**config.mk**
```make
export PLATFORM = sky130hd
export DESIGN_NAME = mipfm_top
export DESIGN_NICKNAME = d
export VERILOG_FILES = /design/src/verilog/mipfm_pkg.sv /design/src/verilog/mipfm_sync.sv /design/src/verilog/mipfm_top.sv
export VERILOG_INCLUDE_DIRS = /design/src /design/src/verilog
export SDC_FILE = /design/constraint.sdc
export NUM_CORES = 1
export LEC_CHECK = 0
export ABC_AREA = 1
export BUFFER_PORTS_ARGS = -buffer_cell sky130_fd_sc_hd__clkbuf_2
export CORE_MARGIN = 2
export CORE_UTILIZATION = 30
export DETAILED_ROUTE_END_ITERATION = 6
export PLACE_DENSITY = 0.48
export SYNTH_ARGS = -nofsm -noshare
export SYNTH_HDL_FRONTEND = slang
export SYNTH_SLANG_ARGS = --single-unit
export TNS_END_PERCENT = 5
```
**constraint.sdc**
```tcl
create_clock -name CORE_CLK_I -period 4.5 [get_ports CORE_CLK_I]
set_input_delay 0.45 -clock CORE_CLK_I [delete_from_list [all_inputs] [get_ports CORE_CLK_I]]
set_output_delay 0.45 -clock CORE_CLK_I [all_outputs]
set_load 0.01 [all_outputs]
```
**src/verilog/mipfm_regs.svh**
```systemverilog
// constants for the multi-I/O pin function mux
`ifndef MIPFM_REGS_SVH
`define MIPFM_REGS_SVH
// reset pulse least time in ns
`define MIPFM_RESET_PULSE_NS 200
`define MIPFM_CLK_PERIOD_NS 40
`define MIPFM_RESET_PULSE_CYC \
	((`MIPFM_RESET_PULSE_NS + `MIPFM_CLK_PERIOD_NS - 1) / `MIPFM_CLK_PERIOD_NS)
`define MIPFM_CNT_W 8
// standby release delay after reset, cycles
`define MIPFM_RESET_HOLD_CYC 8'h04
`endif

```
**src/verilog/mipfm_pkg.sv**
```systemverilog
// types for the multi-I/O pin function mux
package mipfm_pkg;
	typedef enum logic [1:0] {MIPFM_SINGLE, MIPFM_DUAL, MIPFM_QUAD}
		mipfm_width_t;
	typedef struct packed {
		logic quad_enable_bit;
		logic four_wire_cmd_enable_bit;
		logic lane3_reset_enable_bit;
		logic status_protect_bit;
	} mipfm_cfg_t;
	typedef struct packed {
		logic [3:0] o;
		logic [3:0] oe;
	} mipfm_lanes_out_t;
	typedef enum {MIPFM_ST_RESET, MIPFM_ST_STANDBY, MIPFM_ST_ACTIVE}
		mipfm_state_t;
endpackage : mipfm_pkg

```
**src/verilog/mipfm_sync.sv**
```systemverilog
// two-flop synchroniser bank with sync outputs
`timescale 1ns/1ns
module mipfm_sync (
	// clock and reset
	input wire logic CORE_CLK_I,
	input wire logic RST_N_I,
	// async inputs and synchronised copies
	input wire logic [6:0] async_i,
	output logic [6:0] sync_o
);
	logic [6:0] meta_r;
	logic [6:0] sync_r;
	always_ff @(posedge CORE_CLK_I or negedge RST_N_I) begin
		if (!RST_N_I) begin
			// sck idles low, the rest idle high
			meta_r <= 7'h3F;
			sync_r <= 7'h3F;
		end else begin
			meta_r <= async_i;
			sync_r <= meta_r;
		end
	end
	assign sync_o = sync_r;
endmodule : mipfm_sync

```
**src/verilog/mipfm_top.sv**
```systemverilog
// pin function mux for a multi-I/O serial memory interface
`timescale 1ns/1ns
`include "mipfm_regs.svh"
module mipfm_top (
	// clock and reset
	input wire logic CORE_CLK_I,
	input wire logic RST_N_I,
	// spi pins
	input wire logic SCK_I,
	input wire logic CS_N_I,
	input wire logic HW_RESET_N_I,
	input wire logic [3:0] LANE_I,
	output mipfm_pkg::mipfm_lanes_out_t LANE_O,
	// configuration bits
	input wire mipfm_pkg::mipfm_cfg_t CFG_I,
	// command width from decoder
	input wire mipfm_pkg::mipfm_width_t WIDTH_I,
	input wire logic READ_PHASE_I,
	input wire logic [3:0] TX_DATA_I,
	// status toward core
	output logic [3:0] RX_DATA_O,
	output logic RX_VALID_O,
	output logic TX_SHIFT_O,
	output logic WRITE_PROTECT_ACTIVE_O,
	output logic LANE3_IS_DATA_O,
	output logic LANE3_IS_RESET_O,
	output logic DEVICE_RESET_O,
	output logic STANDBY_O
);
	import mipfm_pkg::*;

	// ------------------------------------------------------------
	// state
	// ------------------------------------------------------------
	typedef struct packed {
		logic sck_d;
		mipfm_state_t st;
		logic [`MIPFM_CNT_W-1:0] rst_cnt;
		logic [`MIPFM_CNT_W-1:0] hold_cnt;
		logic read_done;
		logic [3:0] rx;
		logic rx_v;
		logic tx_sh;
		mipfm_lanes_out_t lo;
	} mipfm_top_state_t;

	mipfm_top_state_t s_r;
	mipfm_top_state_t s_nxt;
	logic [6:0] sync_w;
	logic sck_s;
	logic cs_n_s;
	logic hw_rst_n_s;
	logic [3:0] lane_s;
	logic sck_rise;
	logic sck_fall;
	logic quad_on;
	logic l3_data;
	logic l3_reset;
	logic wp_active;
	logic reset_hit;

	// ------------------------------------------------------------
	// pin synchronisers
	// ------------------------------------------------------------
	mipfm_sync u_sync (
		.CORE_CLK_I(CORE_CLK_I),
		.RST_N_I(RST_N_I),
		.async_i({SCK_I, CS_N_I, HW_RESET_N_I, LANE_I}),
		.sync_o(sync_w)
	);
	assign sck_s = sync_w[6];
	assign cs_n_s = sync_w[5];
	assign hw_rst_n_s = sync_w[4];
	assign lane_s = sync_w[3:0];
	assign sck_rise = sck_s && !s_r.sck_d;
	assign sck_fall = !sck_s && s_r.sck_d;

	// ------------------------------------------------------------
	// pin function decode
	// ------------------------------------------------------------
	assign quad_on = CFG_I.quad_enable_bit || CFG_I.four_wire_cmd_enable_bit;
	assign wp_active = !CFG_I.quad_enable_bit &&
		CFG_I.status_protect_bit;
	assign l3_data = !cs_n_s && quad_on;
	assign l3_reset = CFG_I.lane3_reset_enable_bit &&
		(!quad_on || cs_n_s);
	assign reset_hit = l3_reset && cs_n_s && !lane_s[3] &&
		(s_r.rst_cnt >= `MIPFM_CNT_W'(`MIPFM_RESET_PULSE_CYC - 1));

	function automatic logic lane_drives(input mipfm_width_t w,
		input logic [1:0] idx, input logic q);
		case (w)
			MIPFM_SINGLE: lane_drives = (idx == 2'h1);
			MIPFM_DUAL: lane_drives = (idx <= 2'h1);
			MIPFM_QUAD: lane_drives = q;
			default: lane_drives = 1'b0;
		endcase
	endfunction : lane_drives

	// ------------------------------------------------------------
	// next state
	// ------------------------------------------------------------
	always_comb begin
		s_nxt = s_r;
		s_nxt.sck_d = sck_s;
		s_nxt.rx_v = 1'b0;
		s_nxt.tx_sh = 1'b0;
		if (l3_reset && cs_n_s && !lane_s[3]) begin
			// saturate so a long low pulse keeps the reset
			if (s_r.rst_cnt != '1) begin
				s_nxt.rst_cnt = s_r.rst_cnt + `MIPFM_CNT_W'(1);
			end
		end else begin
			s_nxt.rst_cnt = '0;
		end
		case (s_r.st)
			MIPFM_ST_RESET: begin
				s_nxt.lo = '0;
				s_nxt.read_done = 1'b0;
				if (hw_rst_n_s && !reset_hit) begin
					if (s_r.hold_cnt == '0) begin
						s_nxt.st = MIPFM_ST_STANDBY;
					end else begin
						s_nxt.hold_cnt = s_r.hold_cnt - `MIPFM_CNT_W'(1);
					end
				end else begin
					s_nxt.hold_cnt = `MIPFM_RESET_HOLD_CYC;
				end
			end
			MIPFM_ST_STANDBY: begin
				s_nxt.lo.oe = 4'h0;
				if (s_r.read_done && cs_n_s && quad_on) begin
					s_nxt.lo.o[3] = 1'b1;
					s_nxt.lo.oe[3] = 1'b1;
				end
				if (!cs_n_s) begin
					s_nxt.st = MIPFM_ST_ACTIVE;
					s_nxt.read_done = 1'b0;
				end
			end
			MIPFM_ST_ACTIVE: begin
				if (sck_rise) begin
					s_nxt.rx = lane_s;
					s_nxt.rx_v = 1'b1;
				end
				if (READ_PHASE_I && sck_fall) begin
					s_nxt.tx_sh = 1'b1;
					for (int i = 0; i < 4; i++) begin
						s_nxt.lo.oe[i] = lane_drives(WIDTH_I, 2'(i),
							(i < 2) ? 1'b1 : (i == 2) ?
							CFG_I.quad_enable_bit : l3_data);
					end
					s_nxt.lo.o = (WIDTH_I == MIPFM_SINGLE) ?
						{2'h0, TX_DATA_I[0], 1'b0} : TX_DATA_I;
					s_nxt.read_done = 1'b1;
				end else if (!READ_PHASE_I) begin
					s_nxt.lo.oe = 4'h0;
				end
				if (cs_n_s) begin
					s_nxt.st = MIPFM_ST_STANDBY;
					s_nxt.lo.oe = 4'h0;
				end
			end
			default: s_nxt.st = MIPFM_ST_RESET;
		endcase
		if (!hw_rst_n_s || reset_hit) begin
			s_nxt.st = MIPFM_ST_RESET;
			s_nxt.lo = '0;
		end
	end

	always_ff @(posedge CORE_CLK_I or negedge RST_N_I) begin
		if (!RST_N_I) begin
			s_r <= '{sck_d: 1'b0, st: MIPFM_ST_RESET,
				rst_cnt: '0, hold_cnt: `MIPFM_RESET_HOLD_CYC,
				read_done: 1'b0, rx: 4'h0, rx_v: 1'b0, tx_sh: 1'b0,
				lo: '0};
		end else begin
			s_r <= s_nxt;
		end
	end

	// ------------------------------------------------------------
	// outputs
	// ------------------------------------------------------------
	assign LANE_O = s_r.lo;
	assign RX_DATA_O = s_r.rx;
	assign RX_VALID_O = s_r.rx_v;
	assign TX_SHIFT_O = s_r.tx_sh;
	assign WRITE_PROTECT_ACTIVE_O = wp_active && !lane_s[2];
	assign LANE3_IS_DATA_O = l3_data;
	assign LANE3_IS_RESET_O = l3_reset;
	assign DEVICE_RESET_O = (s_r.st == MIPFM_ST_RESET);
	assign STANDBY_O = (s_r.st == MIPFM_ST_STANDBY);
endmodule : mipfm_top
```
==> results of run 1 <==
==> per-layer routing <==
metal  vias to the layer above  GRT usage
li1                        881          -
met1                       762      0.139
met2                        39      0.192
met3                         5     0.0236
met4                         0     0.0404
met5                         -          0
==> cells by family (layout without fill, tap and decap cells) <==
| kind of cell | after synthesis | in the layout |
|---|---|---|
| AO/OA/AOI/OAI | 27 | 27 |
| AND/OR/NAND/NOR | 119 | 119 |
| buffers and inverters | 45 | 80 |
| XOR/XNOR | 6 | 6 |
| adder cells (fa/ha/maj) | 11 | 11 |
| flip-flops | 48 | 48 |
==> flip-flops by register name, indices dropped and copies added (netlist names) <==
signal	cells
LANE_O	8
RX_DATA_O	4
s_r	20
TX_SHIFT_O	1
u_sync.sync_o	7
RX_VALID_O	1
u_sync.meta_r	7
==> cell usage in the layout (no fill, tap or decap) <==
master and n:
nand2_1 55, clkbuf_2 38, dfrtp_1 35, inv_1 32
nand3_1 23, nor2_1 17, dfstp_2 13, o21ai_0 12
ha_1 11, a21oi_1 6, nand4_1 5, xor2_1 5
clkbuf_8 5, nand2_2 4, nor3_1 4, inv_6 2
o21ai_2 2, nand3b_1 2, o21ai_1 2, o31ai_1 2
nor2_2 1, nor3_2 1, nor2_8 1, nand2_4 1
nand2_8 1, a211oi_1 1, nor3b_1 1, or2_2 1
nand3_2 1, a22oi_1 1, xnor2_1 1, nor3b_2 1
o22ai_1 1, clkinvlp_4 1, bufinv_16 1, buf_4 1
==> report_power, final <==
part	internal [mW]	total, mW	switching, mW
registers	0.492	0.527	0.0349
logic	0.115	0.316	0.200
clock network	0.167	0.314	0.147
==> stage by stage <==
step	instances	area, sq um	util
after CTS	393	2710	0.353
after floorplan	256	2360	-
after global routing	393	2710	0.353
final	393	2710	0.353
after detailed placement	385	2600	0.338
after global placement	385	2600	0.338
==> worst register-to-register path, cell delays in order, from the launching register on <==
cell      delay [ns]
dfrtp_1         0.42
inv_1           0.09
ha_1            0.22
inv_1           0.11
nor2_2          0.23
inv_1           0.10
nor3b_2         0.23
nand3b_1        0.10
nand2_1         0.08
==> layout make-up <==
cell class | instances | area (sq um)
well taps | 102 | 128
clock buffers | 5 | 68.8
clock inverters | 3 | 46.3
flip-flops and latches | 48 | 1220
fillers | 785 | 4980
multi-input cells | 163 | 925
inverters | 33 | 129
repair buffers | 39 | 198
==> worst paths after layout <==
check,start,to,slack (ns),cells after the start
max in group asynchronous,RST_N_I,s_r[22],3.87,2
min,LANE_I[0],u_sync.meta_r[0],0.22,1
min reg2reg,u_sync.meta_r[6],u_sync.sync_o[6],0.36,0
max reg2reg,s_r[31],LANE_O[1],2.87,8
max,s_r[31],DEVICE_RESET_O,2.75,3
min in group asynchronous,RST_N_I,RX_DATA_O[3],0.23,2
==> key figures, run 1 <==
Outcome
  • Status: finished clean

Detailed routing
  • Vias: 1687
  • Top Metal Used: met4
  • DR pass1 iterations: 4
  • Met1 Wirelength: 2070 um
  • Vias/cell: 4.29
  • Per-cell routed wire length: 11.3 um
  • WL met3: 220 um
  • DRT iter0 DRCs: 72
  • Routed wire length: 4450 um
  • DRC violation count after routing: 0
  • Met2 Wirelength: 2080 um
  • Antenna-violating nets left: 0

Power and ir drop
  • Leakage Power: 1.37 nW
  • Peak supply drop: 0.130 mV
  • Pwr Total: 1.16 mW
  • PD cells: 427 nW/um^2

Timing
  • Setup WS post-layout: 2.75 ns
  • Final TNS setup: 0 ns
  • Hold Violations, Final: 0
  • WHS: 0.225 ns
  • Worst Tran Pin Value: 0.588 ns
  • Fin crit share: 0.388
  • Endpoints failing setup: 0
  • Count of pins over their slew limit: 0
  • Worst Skew: 0.00642 ns
  • Post-route minimum period: 1.75 ns
  • RSZ-0062 raised after global routing: no
  • Relative slew slack: 0.608
  • Peak Freq: 573 MHz

Floorplanning
  • Die width: 92.7 um
  • # rows: 32
  • Num ports: 39
  • Die height: 92.7 um
  • Die area: 8600 sq um
  • CORE AREA: 7690 sq um
  • Initial Utilization: 0.307

Logic synthesis
  • Mapped Cells: 256
  • Synth top cells by count: nand2_1, dfrtp_1, inv_1
  • Main area contributors after synthesis: dfrtp_1, dfstp_2, nand2_1, ha_1, inv_1
  • XOR/XNOR Fraction of Synth Area: 0.0223
  • Main combinational cell family by area after synthesis: simple AND/OR/NAND/NOR gates
  • Most common flop cell mapped by yosys: dfrtp_1
  • Post-synth top area share: 0.371
  • Avg Cell Area, Syn: 9.22 sq um
  • Distinct cells, synth: 32
  • Post-Syn Nets: 287
  • EDFF count, synth: 0
  • FFs w/ async S/R, synth: 1.00
  • Top-count cell post-synth: nand2_1
  • Compound-gate portion of the synthesized area: 0.0652
  • Seq/Total Area, Yosys: 0.516
  • Post-synthesis register bit count: 48
  • Mux cell area share after synthesis: 0
  • Simple-gate area share of the yosys netlist: 0.246
  • Cell taking the most area after synthesis: dfrtp_1
  • Synth Area in Adders: 0.0583
  • Mapped cell area: 2360 sq um
  • Yosys warnings: 0

Worst setup path
  • CP max stage cell: dfrtp_1
  • Bufs and invs on worst path: 2
  • CP Capture Type: output port
  • Setup Crit Path Kind: reg2out
  • Crit path arrival time: 1.30 ns
  • Data required time of the worst path: 4.05 ns
  • Startpoint Class: register
  • Max incr delay on CP: 0.42 ns
  • CP top delay family: flip-flops
  • Worst path cell trace: inv_1, ha_1, clkbuf_2
  • Max FO, Critical Path: 6

Placement
  • GPL Wtd Cong: 0.750
  • Worst slack, placed: 2.89 ns
  • I/O Buffers: 38
  • Detailed placer's ending HPWL: 3400 um

Global route
  • First-pass GRT wire length: 7590 um
  • Vias in the first global route: 1670
  • Initial antenna violation count: 0
  • GR Util All Layers: 0.112
  • Grt total ovfl: 0
  • Largest net degree at the start of global routing: 49

CTS
  • H-Tree Depth: 2
  • Clk Latency, worst-skew pair: 0.30 ns
  • CTS clk-pin slew, worst paths: 0.09 ns
  • CTS tree: built
  • Clk sink count: 48
  • Resize count post-CTS: 0
  • Cts bufs inserted: 5
  • CTS root buf: clkbuf_8
  • Cts hold-fix bufs: 0
  • Max clock buf depth: 2
  • Post-CTS setup buffers: 0

Layout
  • Share of cells above drive strength 1: 0.258
  • Fin nets: 321
  • Area growth syn-to-layout: 14.8%
  • Ant. Diodes: 0

Hold path
  • Min-delay worst type: in2reg

Flow run
  • Max-cap violations: 0
No activity file was read; power rests on OpenSTA's default activity.
==> inputs of run 2 (changes only) <==
PLACE_DENSITY = 0.5   (was 0.48)
clock period = 1.59 ns   (was 4.5 ns; I/O delays follow)
==> key figures, run 2 (same netlist as run 1, synthesis figures left out) <==
Outcome
  • Status: finished clean

Timing
  • Relative slew slack: 0.773 (+0.165)
  • Count of pins over their slew limit: 0 (unchanged)
  • Hold Violations, Final: 0 (unchanged)
  • Peak Freq: 669 MHz
  • Worst Skew: 0.00626 ns (-0.000157 ns)
  • RSZ-0062 raised after global routing: yes
  • Post-route minimum period: 1.49 ns
  • Final TNS setup: 0 ns (unchanged)
  • Worst Tran Pin Value: 0.339 ns (-0.249 ns)
  • Endpoints failing setup: 0 (unchanged)
  • Setup WS post-layout: 0.0960 ns (-2.66 ns)
  • Fin crit share: 0.940

Worst setup path
  • Setup Crit Path Kind: reg2reg
  • CP Capture Type: register
  • Bufs and invs on worst path: 1 (-1)
  • R2R depth: 7 (-1)
  • Crit path arrival time: 1.67 ns (+0.37 ns)
  • Worst path cell trace: nand2_2, nor2_8, nand2_4, nand2_8, inv_6, nand2_2, o21ai_0
  • CP top delay family: flip-flops
  • Startpoint Class: register
  • Worst r2r dst: s_r[18]
  • CP most frequent cell: nand2_2
  • Max incr delay on CP: 0.63 ns (+0.21 ns)
  • CP max stage cell: dfstp_2
  • Max FO, Critical Path: 10 (+4)
  • Data required time of the worst path: 1.77 ns (-2.28 ns)
  • R2R Setup Slk: 0.1 ns (-2.77 ns)
  • Reg2Reg Launch Point: u_sync.sync_o[5]

Placement
  • I/O Buffers: 38 (unchanged)
  • Worst slack, placed: 0.0490 ns (-2.84 ns)
  • Detailed placer's ending HPWL: 3380 um (-0.47%)
  • GPL Wtd Cong: 0.761 (+1.5%)
  • DP Area: 2650 sq um (+2.2%)

Layout
  • Share of cells above drive strength 1: 0.291 (+0.0331)
  • Fin nets: 336 (+4.7%)
  • Area growth syn-to-layout: 22.6%
  • Commonest non-fill, non-tap cell in the layout: nand2_1
  • Ant. Diodes: 0 (unchanged)
  • Largest register FFs: 20 (unchanged)
  • Largest Register: s_r
  • Design Area, Final: 2890 sq um (+6.7%)
  • Commonest cells after routing, fill and taps aside: nand2_1, clkbuf_2, dfrtp_1

Hold path
  • Hold endpoint: LANE_O[6]
  • Min-delay worst type: in2reg
  • HP Start: TX_DATA_I[2]
  • Hold depth: 3 (+2)

CTS
  • CTS clk-pin slew, worst paths: 0.09 ns (about the same)
  • H-Tree Depth: 2 (unchanged)
  • Clk sink count: 48 (unchanged)
  • Cts bufs inserted: 5 (unchanged)
  • CTS root buf: clkbuf_8
  • Max clock buf depth: 2 (unchanged)
  • CTS tree: built
  • Clk Latency, worst-skew pair: 0.30 ns (about the same)

Global route
  • Grt total ovfl: 0 (unchanged)
  • Initial antenna violation count: 0 (unchanged)
  • GR Util All Layers: 0.117 (+0.00548)
  • Vias in the first global route: 1761 (+5.4%)
  • First-pass GRT wire length: 8100 um (+6.7%)
  • Largest net degree at the start of global routing: 49 (unchanged)

Flow run
  • Max-cap violations: 0 (unchanged)

Detailed routing
  • Vias/cell: 4.33 (+0.83%)
  • Vias: 1766 (+4.7%)
  • Antenna-violating nets left: 0 (unchanged)
  • Routed wire length: 4630 um (+4.2%)
  • DRT iter0 DRCs: 31 (-57%)
  • Per-cell routed wire length: 11.4 um (+0.38%)
  • DR pass1 iterations: 4 (unchanged)
  • DRC violation count after routing: 0 (unchanged)

Power and ir drop
  • Leakage Power: 1.45 nW (+5.8%)
  • PD cells: 1170 nW/um^2 (+170%)
  • Peak supply drop: 0.341 mV (+160%)
  • Pwr Total: 3.38 mW (+190%)

Floorplanning
  • # rows: 32 (unchanged)
  • Initial Utilization: 0.307 (unchanged)
  • Die width: 92.7 um (unchanged)
  • Die area: 8600 sq um (unchanged)
  • Die height: 92.7 um (unchanged)
  • Num ports: 39 (unchanged)
  • CORE AREA: 7690 sq um (unchanged)
[run 2: final cells by class]
type | instances | area [sq um]
clock buffers | 5 | 68.8
clock inverters | 3 | 47.5
fillers | 805 | 4790
inverters | 33 | 129
multi-input cells | 163 | 961
flip-flops and latches | 48 | 1220
well taps | 102 | 128
repair buffers | 54 | 343
[run 2: worst max-delay path by stage]
stage	from	to	slack (ns)	cells after the start
final	u_sync.sync_o[5]	s_r[18]	0.1	7
after global placement	s_r[31]	LANE_O[1]	0.08	8
after floorplan	s_r[31]	LANE_O[2]	0.19	8
after global routing	s_r[25]	s_r[18]	-0.03	7
after CTS	s_r[31]	LANE_O[1]	0.03	8
after detailed placement	s_r[31]	LANE_O[2]	0.05	8
[run 2: repair_timing]
action	in CTS	in global routing
buffers inserted	0	1
hold buffers	8	0
hold endpoints to repair	42	0
gates resized for setup	0	10
setup endpoints to repair	0	15
[run 2: tightest hold or removal path, stage by stage]
cell and delay (ns):
clkbuf_2 0.08, nand3_1 0.07, o21ai_1 0.06
[run 2: metrics by stage]
| step | hold slack (ns) | util | std cells |
|---|---|---|---|
| 3_5_place_dp | 0.173 | 0.345 | 391 |
| 6_report | 0.0956 | 0.376 | 408 |
| 3_3_place_gp | 0.177 | 0.345 | 391 |
| 4_1_cts | 0.0927 | 0.371 | 407 |
| 2_1_floorplan | -0.137 | - | 256 |
| 5_1_grt | 0.0912 | 0.376 | 408 |
[run 2: report_power, final]
part / internal, mW / switching [mW]
combinational: 0.398 / 0.585
sequential: 1.39 / 0.0981
clock: 0.474 / 0.431
[run 2: routing by layer]
| metal | vias up | share of wire | global-route usage |
|---|---|---|---|
| li1 | 912 | - | - |
| met1 | 811 | 0.49 | 0.155 |
| met2 | 37 | 0.46 | 0.192 |
| met3 | 6 | 0.042 | 0.0269 |
| met4 | 0 | 0.014 | 0.0368 |
| met5 | - | 0 | 0 |
